--- src/include/uif_defs.svh ---
// Purpose: Offsets, bit positions, reset values and counts of the UART interrupt block
// Assumes: Plain 8-bit register port on 16-bit addresses, one system clock
// Notes:   Overview follows
//
// Overview of operation
// [RL1] Master enable gates every interrupt request; it resets to zero.
// [RL2] Transmit-space flag, bit 6, follows transmit FIFO below threshold; one enables it.
// [RL3] Receive-available flag, bit 5, sets when fill level exceeds threshold; one enables.
// [RL4] Receive-available also sets after idle over threshold times 16 bits, data left.
// [RL5] Receive-available clears on write zero while fill below threshold; disables interrupt.
// [RL6] Receive overflow, bit 4: set on overflow, cleared by write zero or FIFO reset.
// [RL7] Receive underflow, bit 3: set on underflow, cleared by write zero or FIFO reset.
// [RL8] Transmit overflow, bit 2: set on overflow, cleared by write zero or FIFO reset.
// [RL9] Framing error, bit 1: set on bad stop bit, cleared only by write zero.
// [RL10] Transmit done, bit 0: set when FIFO fully sent, cleared only by write zero.
// [RL11] Divisor high byte holds bits 15 to 8, read and write, resets zero.
// [RL12] Clearing block enable resets FIFOs and clears both overflow and underflow flags.
// [RL13] Receive threshold is write-only 4 bits; fill level is read-only, compared against it.
// [RL14] Bit rate is clock over the 16-bit divisor; software never programs zero.
// [RL15] Request is high while master enable and some flag with its enable are set.
`ifndef UIF_DEFS_SVH
`define UIF_DEFS_SVH

`define UIF_ADDR_IRQ       16'h009a
`define UIF_ADDR_BAUD_HI   16'ha0a3
`define UIF_ADDR_CTRL      16'ha0b0
`define UIF_ADDR_EVT       16'ha0b1
`define UIF_ADDR_EVT_MASK  16'ha0b2
`define UIF_ADDR_FILL      16'ha0b3

`define UIF_BIT_MASTER     7
`define UIF_BIT_TXSP       6
`define UIF_BIT_RXAV       5
`define UIF_BIT_RXOV       4
`define UIF_BIT_RXUN       3
`define UIF_BIT_TXOV       2
`define UIF_BIT_FRAMING_ERROR_FLAG       1
`define UIF_BIT_TXDN       0
`define UIF_BIT_IDLE       7
`define UIF_BIT_CTRL_EN    7
`define UIF_THR_MSB        3

`define UIF_RST_BYTE       8'h00
`define UIF_RST_NIB        4'h0
`define UIF_IDLE_SHIFT     4'h0
`define UIF_DIV_ONE        16'h0001

`endif

--- src/include/uif_pkg.sv ---
// Purpose: Types shared by the UART interrupt block
// Assumes: Included after uif_defs.svh
// Notes:   Event pulses come from logic on clk_sys
package uif_pkg;

  // One register port request
  typedef struct packed {
    logic [15:0] addr;
    logic [7:0]  wdata;
    logic        wr;
    logic        rd;
  } uif_req_type;

  // One-cycle event pulses from FIFOs, receiver and transmitter
  typedef struct packed {
    logic rx_byte;
    logic rx_overflow;
    logic rx_underflow;
    logic tx_overflow;
    logic framing_error;
    logic tx_done;
  } uif_evt_type;

endpackage : uif_pkg

--- src/verilog/uif_baud_tick.sv ---
// Purpose: One pulse per bit period from the 16-bit baud divisor
// Assumes: Divisor never zero; zero is treated as one to stay safe
// Notes:   Free running on clk_sys
`timescale 1ns/10ps
`include "uif_defs.svh"
module uif_baud_tick #(
  parameter int DIV_W = 16
) (
  // Clock and reset
  input  wire logic             clk_sys,
  input  wire logic             rst,
  // Divisor in, tick out
  input  wire logic [DIV_W-1:0] divisor,
  output logic                  tick
);
  logic [DIV_W-1:0] cnt_r;

  // Tick on the last count of each period [RL14]
  assign tick = (divisor <= DIV_W'(`UIF_DIV_ONE)) ||
                (cnt_r >= divisor - DIV_W'(`UIF_DIV_ONE));

  // Period counter
  always_ff @(posedge clk_sys)
  begin
    if (rst || tick)
      cnt_r <= '0;
    else
      cnt_r <= cnt_r + DIV_W'(`UIF_DIV_ONE);
  end
endmodule : uif_baud_tick

--- src/verilog/uif_idle_timer.sv ---
// Purpose: Counts idle bit periods and pulses once when past the limit
// Assumes: Tick from uif_baud_tick, same clock
// Notes:   Saturates, so one pulse per idle stretch
`timescale 1ns/10ps
`include "uif_defs.svh"
module uif_idle_timer #(
  parameter int CNT_W = 8
) (
  // Clock and reset
  input  wire logic             clk_sys,
  input  wire logic             rst,
  // Control
  input  wire logic             bit_tick,
  input  wire logic             armed,
  input  wire logic [CNT_W-1:0] limit,
  output logic                  timeout
);
  logic [CNT_W-1:0] cnt_r;

  // Fire on the tick that takes the count past the limit [RL4]
  assign timeout = armed && bit_tick && (cnt_r == limit);

  // Idle counter, restarted whenever not armed
  always_ff @(posedge clk_sys)
  begin
    if (rst || !armed)
      cnt_r <= '0;
    else if (bit_tick && (cnt_r != '1))
      cnt_r <= cnt_r + CNT_W'(1);
  end
endmodule : uif_idle_timer

--- src/verilog/uif_top.sv ---
// Purpose: Interrupt flags, enables and baud divisor high byte of the UART
// Assumes: All event inputs are clk_sys logic; register port never waits
// Notes:   Read data appear the cycle after the read strobe only
`timescale 1ns/10ps
`include "uif_defs.svh"
module uif_top (
  // Clock and reset
  input  wire logic                clk_sys,
  input  wire logic                rst,
  // Register port
  input  wire uif_pkg::uif_req_type bus_req,
  output logic [7:0]               bus_rdata,
  // Events and levels from FIFOs, receiver and transmitter
  input  wire uif_pkg::uif_evt_type evt,
  input  wire logic [3:0]          rx_fill_level,
  input  wire logic                tx_below_threshold,
  input  wire logic                rx_line_idle,
  input  wire logic [7:0]          baud_divisor_low,
  // Outputs to the rest of the UART
  output logic [15:0]              baud_divisor,
  output logic [3:0]               rx_threshold,
  output logic                     uart_block_enable,
  output logic                     fifo_reset,
  output logic                     bit_tick,
  // Interrupt
  output logic                     irq
);
  import uif_pkg::*;

  // Configuration state
  logic       master_irq_enable_r;
  logic [6:0] irq_en_r;
  logic [7:0] baud_divisor_high_r;
  logic       uart_block_enable_r;
  logic [3:0] rx_threshold_r;

  // Status flags
  logic tx_space_flag_r;
  logic rx_avail_flag_r;
  logic rx_overflow_flag_r;
  logic rx_underflow_flag_r;
  logic tx_overflow_flag_r;
  logic framing_error_flag_r;
  logic tx_done_flag_r;

  // Event capture and read path
  logic [7:0] evt_r;
  logic [7:0] evt_mask_r;
  logic [7:0] rdata_r;

  // Decode and helper nets
  logic       wr_irq;
  logic       wr_baud;
  logic       wr_ctrl;
  logic       wr_evt;
  logic       wr_mask;
  logic       rx_above_thr;
  logic       rx_below_thr;
  logic       idle_armed;
  logic       idle_timeout;
  logic       rx_avail_set;
  logic [6:0] flags;
  logic [7:0] evt_set;
  logic [7:0] idle_limit;
  logic [7:0] rd_mux;

  // Address decode of write strobes
  assign wr_irq  = bus_req.wr && (bus_req.addr == `UIF_ADDR_IRQ);
  assign wr_baud = bus_req.wr && (bus_req.addr == `UIF_ADDR_BAUD_HI);
  assign wr_ctrl = bus_req.wr && (bus_req.addr == `UIF_ADDR_CTRL);
  assign wr_evt  = bus_req.wr && (bus_req.addr == `UIF_ADDR_EVT);
  assign wr_mask = bus_req.wr && (bus_req.addr == `UIF_ADDR_EVT_MASK);

  // Fill level against threshold
  assign rx_above_thr = rx_fill_level > rx_threshold_r;  // [RL13]
  assign rx_below_thr = rx_fill_level < rx_threshold_r;  // [RL13]

  // Idle timeout runs only while data sits below threshold
  assign idle_armed = rx_line_idle && rx_below_thr && (rx_fill_level != `UIF_RST_NIB)
                      && uart_block_enable_r && !evt.rx_byte;  // [RL4]
  assign idle_limit = {rx_threshold_r, `UIF_IDLE_SHIFT};  // Threshold times 16 [RL4]

  // Bit period from the full divisor
  assign baud_divisor = {baud_divisor_high_r, baud_divisor_low};  // [RL14]

  uif_baud_tick #(
    .DIV_W   (16)
  ) u_baud (
    .clk_sys (clk_sys),
    .rst     (rst),
    .divisor (baud_divisor),
    .tick    (bit_tick)
  );

  uif_idle_timer #(
    .CNT_W    (8)
  ) u_idle (
    .clk_sys  (clk_sys),
    .rst      (rst),
    .bit_tick (bit_tick),
    .armed    (idle_armed),
    .limit    (idle_limit),
    .timeout  (idle_timeout)
  );

  // Receive-available sets on either cause
  assign rx_avail_set = rx_above_thr || idle_timeout;  // [RL3] [RL4]

  // Master enable and per-flag enables; write one enables, zero disables
  always_ff @(posedge clk_sys)
  begin
    if (rst)
    begin
      master_irq_enable_r <= 1'b0;  // [RL1]
      irq_en_r            <= '0;
    end
    else if (wr_irq)
    begin
      master_irq_enable_r <= bus_req.wdata[`UIF_BIT_MASTER];  // [RL1]
      irq_en_r            <= bus_req.wdata[`UIF_BIT_TXSP:`UIF_BIT_TXDN];  // [RL2] [RL5]
    end
  end

  // Transmit-space follows its condition with no software clear
  always_ff @(posedge clk_sys)
  begin
    if (rst)
      tx_space_flag_r <= 1'b0;
    else
      tx_space_flag_r <= tx_below_threshold;  // [RL2]
  end

  // Receive-available; a zero write clears only while below threshold
  always_ff @(posedge clk_sys)
  begin
    if (rst)
      rx_avail_flag_r <= 1'b0;
    else if (rx_avail_set)
      rx_avail_flag_r <= 1'b1;  // Set beats a clear in the same cycle [RL3]
    else if (wr_irq && !bus_req.wdata[`UIF_BIT_RXAV] && rx_below_thr)
      rx_avail_flag_r <= 1'b0;  // [RL5]
  end

  // Receive overflow; FIFO reset clears it as well
  always_ff @(posedge clk_sys)
  begin
    if (rst)
      rx_overflow_flag_r <= 1'b0;
    else if (evt.rx_overflow)
      rx_overflow_flag_r <= 1'b1;  // [RL6]
    else if (fifo_reset || (wr_irq && !bus_req.wdata[`UIF_BIT_RXOV]))
      rx_overflow_flag_r <= 1'b0;  // [RL6] [RL12]
  end

  // Receive underflow
  always_ff @(posedge clk_sys)
  begin
    if (rst)
      rx_underflow_flag_r <= 1'b0;
    else if (evt.rx_underflow)
      rx_underflow_flag_r <= 1'b1;  // [RL7]
    else if (fifo_reset || (wr_irq && !bus_req.wdata[`UIF_BIT_RXUN]))
      rx_underflow_flag_r <= 1'b0;  // [RL7] [RL12]
  end

  // Transmit overflow
  always_ff @(posedge clk_sys)
  begin
    if (rst)
      tx_overflow_flag_r <= 1'b0;
    else if (evt.tx_overflow)
      tx_overflow_flag_r <= 1'b1;  // [RL8]
    else if (fifo_reset || (wr_irq && !bus_req.wdata[`UIF_BIT_TXOV]))
      tx_overflow_flag_r <= 1'b0;  // [RL8] [RL12]
  end

  // Framing error survives FIFO reset; software alone clears it
  always_ff @(posedge clk_sys)
  begin
    if (rst)
      framing_error_flag_r <= 1'b0;
    else if (evt.framing_error)
      framing_error_flag_r <= 1'b1;  // [RL9]
    else if (wr_irq && !bus_req.wdata[`UIF_BIT_FRAMING_ERROR_FLAG])
      framing_error_flag_r <= 1'b0;  // [RL9]
  end

  // Transmit done; the transmitter pulses it when the last byte leaves an empty FIFO
  always_ff @(posedge clk_sys)
  begin
    if (rst)
      tx_done_flag_r <= 1'b0;
    else if (evt.tx_done)
      tx_done_flag_r <= 1'b1;  // [RL10]
    else if (wr_irq && !bus_req.wdata[`UIF_BIT_TXDN])
      tx_done_flag_r <= 1'b0;  // [RL10]
  end

  // Divisor high byte
  always_ff @(posedge clk_sys)
  begin
    if (rst)
      baud_divisor_high_r <= `UIF_RST_BYTE;  // [RL11]
    else if (wr_baud)
      baud_divisor_high_r <= bus_req.wdata;  // [RL11]
  end

  // Control: block enable and receive threshold
  always_ff @(posedge clk_sys)
  begin
    if (rst)
    begin
      uart_block_enable_r <= 1'b0;
      rx_threshold_r      <= `UIF_RST_NIB;
    end
    else if (wr_ctrl)
    begin
      uart_block_enable_r <= bus_req.wdata[`UIF_BIT_CTRL_EN];
      rx_threshold_r      <= bus_req.wdata[`UIF_THR_MSB:0];  // [RL13]
    end
  end

  // FIFOs held in reset while the block is disabled
  assign fifo_reset        = !uart_block_enable_r;  // [RL12]
  assign uart_block_enable = uart_block_enable_r;
  assign rx_threshold      = rx_threshold_r;

  // Flags in register layout
  assign flags = {tx_space_flag_r, rx_avail_flag_r, rx_overflow_flag_r,
                  rx_underflow_flag_r, tx_overflow_flag_r, framing_error_flag_r,
                  tx_done_flag_r};

  // Event sources for the sticky log; transmit space logs its rising edge only
  assign evt_set = {idle_timeout,
                    tx_below_threshold && !tx_space_flag_r,
                    rx_avail_set && !rx_avail_flag_r,
                    evt.rx_overflow,
                    evt.rx_underflow,
                    evt.tx_overflow,
                    evt.framing_error,
                    evt.tx_done};

  // Sticky event log, write one to clear; a new event wins over its clear
  always_ff @(posedge clk_sys)
  begin
    if (rst)
      evt_r <= `UIF_RST_BYTE;
    else if (wr_evt)
      evt_r <= (evt_r & ~bus_req.wdata) | evt_set;
    else
      evt_r <= evt_r | evt_set;
  end

  // Event log mask
  always_ff @(posedge clk_sys)
  begin
    if (rst)
      evt_mask_r <= `UIF_RST_BYTE;
    else if (wr_mask)
      evt_mask_r <= bus_req.wdata;
  end

  // Request: enabled flags or unmasked logged events, all behind the master gate
  assign irq = master_irq_enable_r  // [RL1] [RL15]
               && (|(flags & irq_en_r) || |(evt_r & evt_mask_r));

  // Read mux; master enable and threshold are write-only and read zero
  always_comb
  begin
    rd_mux = `UIF_RST_BYTE;
    unique case (bus_req.addr)
      `UIF_ADDR_IRQ:      rd_mux = {1'b0, flags};
      `UIF_ADDR_BAUD_HI:  rd_mux = baud_divisor_high_r;  // [RL11]
      `UIF_ADDR_CTRL:     rd_mux = {uart_block_enable_r, 7'h00};
      `UIF_ADDR_EVT:      rd_mux = evt_r;
      `UIF_ADDR_EVT_MASK: rd_mux = evt_mask_r;
      `UIF_ADDR_FILL:     rd_mux = {4'h0, rx_fill_level};  // [RL13]
      default:            rd_mux = `UIF_RST_BYTE;
    endcase
  end

  // Read data registered for the cycle after the strobe, zero otherwise
  always_ff @(posedge clk_sys)
  begin
    if (rst || !bus_req.rd)
      rdata_r <= `UIF_RST_BYTE;
    else
      rdata_r <= rd_mux;
  end

  assign bus_rdata = rdata_r;
endmodule : uif_top

--- config.mk ---
export PLATFORM = sky130hd
export DESIGN_NAME = uif_top
export DESIGN_NICKNAME = d
export VERILOG_FILES = /design/src/include/uif_pkg.sv /design/src/verilog/uif_baud_tick.sv /design/src/verilog/uif_idle_timer.sv /design/src/verilog/uif_top.sv
export VERILOG_INCLUDE_DIRS = /design/src /design/src/include
export SDC_FILE = /design/constraint.sdc
export NUM_CORES = 1
export LEC_CHECK = 0
export ABC_AREA = 1
export BUFFER_PORTS_ARGS = -buffer_cell sky130_fd_sc_hd__buf_2
export CAP_MARGIN = 40
export CORE_MARGIN = 5
export CORE_UTILIZATION = 50
export DETAILED_ROUTE_END_ITERATION = 6
export PLACE_DENSITY_LB_ADDON = 0.2
export SLEW_MARGIN = 15
export SYNTH_ARGS = -nofsm -noshare
export SYNTH_HDL_FRONTEND = slang
export SYNTH_SLANG_ARGS = --single-unit
--- constraint.sdc ---
create_clock -name clk_sys -period 3.3 [get_ports clk_sys]
set_clock_uncertainty 0.05 [all_clocks]
set_input_delay 0.495 -clock clk_sys [delete_from_list [all_inputs] [get_ports clk_sys]]
set_output_delay 0.495 -clock clk_sys [all_outputs]
set_load 0.01 [all_outputs]
### Word level (Yosys, flattened, before mapping)

Cells that the tools add are included.

* magnitude comparators: 4
* add/subtract/negate cells: 3
* mux-type cells: 14
* equal/unequal tests: 8
* bitwise logic cells: 6
* reductions and logical operators: 52

Operators by type and width (number)
* $eq 16x16->1 const B: 5
* $pmux 8 s6: 1
* $logic_and 1x1->1: 22
* $add 16x1->16 const B: 1
* $and 8x8->8: 2
* $eq 16x8->1 const B: 1
* $ge 16x16->1: 1
* $le 16x1->1 const B: 1
* $or 8x8->8: 2
* $sub 16x1->16 const B: 1
* $logic_not 1->1: 12
* $mux 1: 12
* $reduce_bool 2->1: 6
* $logic_or 1x1->1: 9
* $add 8x1->8 const B: 1
* $eq 8x8->1: 1
* $mux 8: 1
* $ne 8x8->1 const B: 1
* $not 8->8: 1
* $reduce_or 8->1: 1
* $and 7x7->7: 1
* $reduce_or 7->1: 1
* $gt 4x4->1: 1
* $lt 4x4->1: 1
* $reduce_bool 4->1: 1

* output and inout port bits: 32
* flip-flop bits (word level): 76
* input port bits: 48
* logic and storage cells: 104

### Longest topological paths before layout

* depth after elaboration: 11
* depth in mapped cells: 22
* gate-level depth less buffers: 22

### Modules after synthesis

A second synthesis with hierarchy kept.

* cells, all modules: 738
* area, all modules: 4889.7 um^2

By module, submodules not included
* uif_top: seq. area each 1041.0 um^2, area each 2738.9 um^2, instances 1, cells an instance 392
* uif_baud_tick: seq. area each 320.3 um^2, area each 1546.5 um^2, instances 1, cells an instance 241
* uif_idle_timer: seq. area each 160.2 um^2, area each 604.3 um^2, instances 1, cells an instance 105

### Least setup slack after synthesis

OpenSTA, ideal clock, no wires.

* kind: input to output
* start: input port baud_divisor_low[1]
* end: output port bit_tick
* slack: 312 ps
* data arrival time: 2443 ps
* buffers on the path: 1
* required time: 2755 ps
* cell stages on the path: 15
* path through: or2_2 -> nor3_1 -> nand2_1 -> nor2_1 -> nand2_1 -> nor3_1 -> xor2_1 -> ha_1 -> nand2_1 -> a21oi_1 -> nor2_1 -> nand2_1 -> nor2_1 -> nand2_1 -> buf_4

* word-level cells in the longest chain between the ends: 3
* elaborated cells between the ends (all ways): 4
* those cells by class: add/sub: 1; order compare: 2; reduce/logical: 1

RTL lines
* start: declaration: RTL line uif_top.sv:18 `input wire logic [7:0] baud_divisor_low,`
* $sub 16x1->16: RTL line uif_baud_tick.sv:20 `` (cnt_r >= divisor - DIV_W'(`UIF_DIV_ONE)); ``
* $ge 16x16->1: RTL line uif_baud_tick.sv:20
* $logic_or 1x1->1 (*): RTL line uif_baud_tick.sv:19 `` assign tick = (divisor <= DIV_W'(`UIF_DIV_ONE)) || ``
* end: declaration: RTL line uif_top.sv:24 `output logic bit_tick,`

Every way passes the cells marked *; elsewhere a longest branch is shown, timed or not.

### Worst setup path after layout

* start: input port baud_divisor_low[2]
* end: output port bit_tick

The elaborated chain is that of the path after synthesis.

==> results.md <==
- Post-DP HPWL: between 8000 and 9000 µm
- Int Power: 0.00136 W
- Max Slew Vio Count: 0
- CP Capture Point: bit_tick
- Final Total Pwr: around 0.0019 W
- Antenna Nets Post-Route: 0
- Max Fanout on Critical Path: 3
- Count leader, synth: nand2_1
- Ant diodes: 0
- Clk network pwr share: approximately two fifths
- Register Area: 1520 µm²
- Worst-Margin Slew: 0.846 ns
- Maximum clock rate: between 0.3 and 0.4 GHz
- Crit path capture type: primary output
- Io pins: 80
- Unrepaired setup endpoints after global routing: yes
- Routability congestion estimate: ~0.9
- Core Rows: 34
- Crit path kind: input port to primary output
- Reg2reg end: u_idle.cnt_r[6]$_SDFFE_PP0P_
- Top-area cell type share of the netlist area: 34.1%
- Drt wl/cell: about 14 µm
- Core area: 8720 µm²
- Unique masters post-synth: 39
- Worst setup SP type: input port
- Final Hold Viols: 0
- Drt first pass iters: 5
- Number of global-route vias before repair: about 4200
- Yosys warnings: 0
- Leading area contributor after synthesis: dfxtp_1
- Hold/Removal Path Class: input port to register
- Sw frac: 26.9%
- DR iter-0 viols: 230
- H-tree level count: 3
- Comb pwr share: a little under a tenth
- Post-CTS Hold Fix Bufs: 0
- Post-synth top flop: dfxtp_1
- GR Util All Layers: between 20% and 30%
- RR Startpoint: baud_divisor_high_r[0]$_SDFFE_PP0P_
- Core Util, Final: around 60%
- HP Start: tx_below_threshold
- Period Utilization, post-route: 96.4%
- Die width: 105 µm
- Leakage Power: between 2 and 2.5 nW
- Mapped Cells: 640
- Synth area leaders: dfxtp_1 (34%), nand2_1 (9.3%), inv_1 (8.2%)
- Avg Cell Area, Syn: around 7.0 µm²
- R2r worst-path depth: 16
- Count of input and output buffers: around 80
- Drt total wl: approximately 11000 µm
- Worst R2R Setup Slack: between 0.5 and 0.6 ns
- Initial antenna violation count: 0
- Initial Utilization: 51.2%
- Number of remaining DRC errors: 0
- Status: completed
- Critical Path RT: approximately 2.8 ns
- Final net count: roughly 790
- Net count after synthesis: 713
- Setup crit start: baud_divisor_low[2]
- Largest net degree at the start of global routing: 32
- Max-Cap Viols: 0
- Area Overhead vs Synth: 16.8%
- Chip height: about 100 µm
- PwrDens: ~360 nW/µm²
- Routed vias/inst: 5.26
- Filler instances: approximately 860
- Fin Hold WS: 0.301 ns
- Psw: 0.000501 W
- Fin crit period: ~3.2 ns
- CP Data Arrival Time: 2.64 ns
- Total CTS buffers: 9
- Max_slew headroom: approximately 44%
- Synth Register Bits: 76
- Via count: around 4400
- Most instantiated cells after synthesis: nand2_1 (111), inv_1 (98), dfxtp_1 (76)
- Register area share after synthesis: between 30% and 40%
- Clk_lat worst skew: between 0.3 and 0.4 ns
- Max Buffers Root-to-Sink: 2
- Finish-stage setup viols: 0
- CTS clk-pin slew, worst paths: 0.08 ns
- Die ar.: roughly 11000 µm²
- Layout cells sized above 1: a little under a fifth
- Clock sinks: 76
- Worst vdd ir: about 250 µV
- Combined area of the multi-input logic cells: 2490 µm²
- FFs w/ async S/R, synth: 0%
- Post-synth EDFFs: 0
- GR Overflow Total: 0
- Root Driver: clkbuf_8
- CTS tree: done
- First-pass GRT wire length: approximately 19000 µm
- Reg power frac: about half
- Synthesized area: approximately 4500 µm²
[flip-flops by register name, summed over array words and instances, names as in the netlist]
register,flops
u_idle.cnt_r,8
u_baud.cnt_r,16
rx_avail_flag_r,1
rx_overflow_flag_r,1
rx_underflow_flag_r,1
rx_threshold,4
master_irq_enable_r,1
tx_done_flag_r,1
baud_divisor_high_r,8
evt_mask_r,8
evt_r,8
bus_rdata,8
tx_space_flag_r,1
uart_block_enable,1
framing_error_flag_r,1
tx_overflow_flag_r,1
irq_en_r,7
[logic make-up after synthesis]
family	count (synthesis)	share of synthesized area (%)
and+or+nand+nor	277	28.8
AOI/OAI and AO/OA	117	14.0
DFF	76	34.1
buffers and inverters	121	11.4
xor gates and xnor gates	24	4.70
adders and majority gates	25	7.00
[per-layer routing]
layer  vias to the layer above  wire length [µm]  GRT usage [%]
li1                       2244                 -              -
met1                      2010              4980           25.1
met2                       103              5580           35.7
met3                        19               582           4.07
met4                         0               259           7.77
met5                         -                 0              0
[worst min path at each step]
stage                                            end  slack (ns)  depth (start not counted)
final                     tx_space_flag_r$_SDFF_PP0_        0.30                          3
after CTS                 tx_space_flag_r$_SDFF_PP0_        0.28                          3
after global placement      irq_en_r[3]$_SDFFE_PP0P_        0.39                          2
after floorplan             irq_en_r[1]$_SDFFE_PP0P_        0.38                          2
after detailed placement    irq_en_r[0]$_SDFFE_PP0P_        0.39                          2
after global routing      tx_space_flag_r$_SDFF_PP0_        0.31                          3
[placed cells by master (no fill, tap or decap), types with 7 or more instances in the layout]
| master | count |
|---|---|
| nand2_1 | 106 |
| inv_1 | 98 |
| nor3_1 | 14 |
| buf_4 | 10 |
| nor2_1 | 68 |
| clkbuf_8 | 9 |
| buf_2 | 76 |
| dfxtp_1 | 76 |
| nand3_1 | 33 |
| nand4_1 | 22 |
| ha_1 | 24 |
| xor2_1 | 19 |
| o21ai_0 | 36 |
| a21oi_1 | 56 |
| o21ai_1 | 7 |
[through the flow]
step / setup slack (ns) / TNS, ns / instances / cell area (µm²)
after global placement: 0.0395 / 0 / 813 / 4920
final: 0.119 / 0 / 832 / 5220
after floorplan: 0.312 / 0 / 640 / 4470
after detailed placement: -0.0486 / -0.122 / 813 / 4920
after CTS: 0.0386 / 0 / 829 / 5130
after global routing: -0.0350 / -0.0350 / 832 / 5220
[what timing repair did]
item                       CTS  global route
buffers inserted             0             3
pin swaps                    0            14
gates cloned                 0             0
resized for setup            2            18
setup endpoints to repair    1             1
[layout make-up]
cell class | instances | share of cell area [%]
Multi-Input combinational cell | 443 | 47.8
Sequential cell | 76 | 29.1
Timing Repair Buffer | 89 | 9.37
Inverter | 100 | 7.19
Tap cell | 108 | 2.59
Clock buffer | 9 | 2.37
Clock inverter | 7 | 1.53
[power groups by stage]
stage                     Sequential, W  Combinational [W]  Clock, W
after floorplan                0.000963           0.000103         0
after global placement         0.000967           0.000161         0
after detailed placement       0.000968           0.000166         0
after CTS                      0.000946           0.000167  0.000756
after global routing           0.000949           0.000196  0.000790
final                          0.000946           0.000173  0.000743
[critical path: stages]
cell and delay (ns):
buf_6 0.09, or2_4 0.25, nor3_4 0.16, nand2_2 0.11, nor2_4 0.14, nand2_2 0.08
nor3_2 0.18, xor2_1 0.10, ha_1 0.31, nand2_2 0.08, buf_4 0.14, nor3_2 0.20
nand2_2 0.09, nand2_2 0.10, buf_6 0.11
Note: power is estimated with default switching activity, not from simulation.
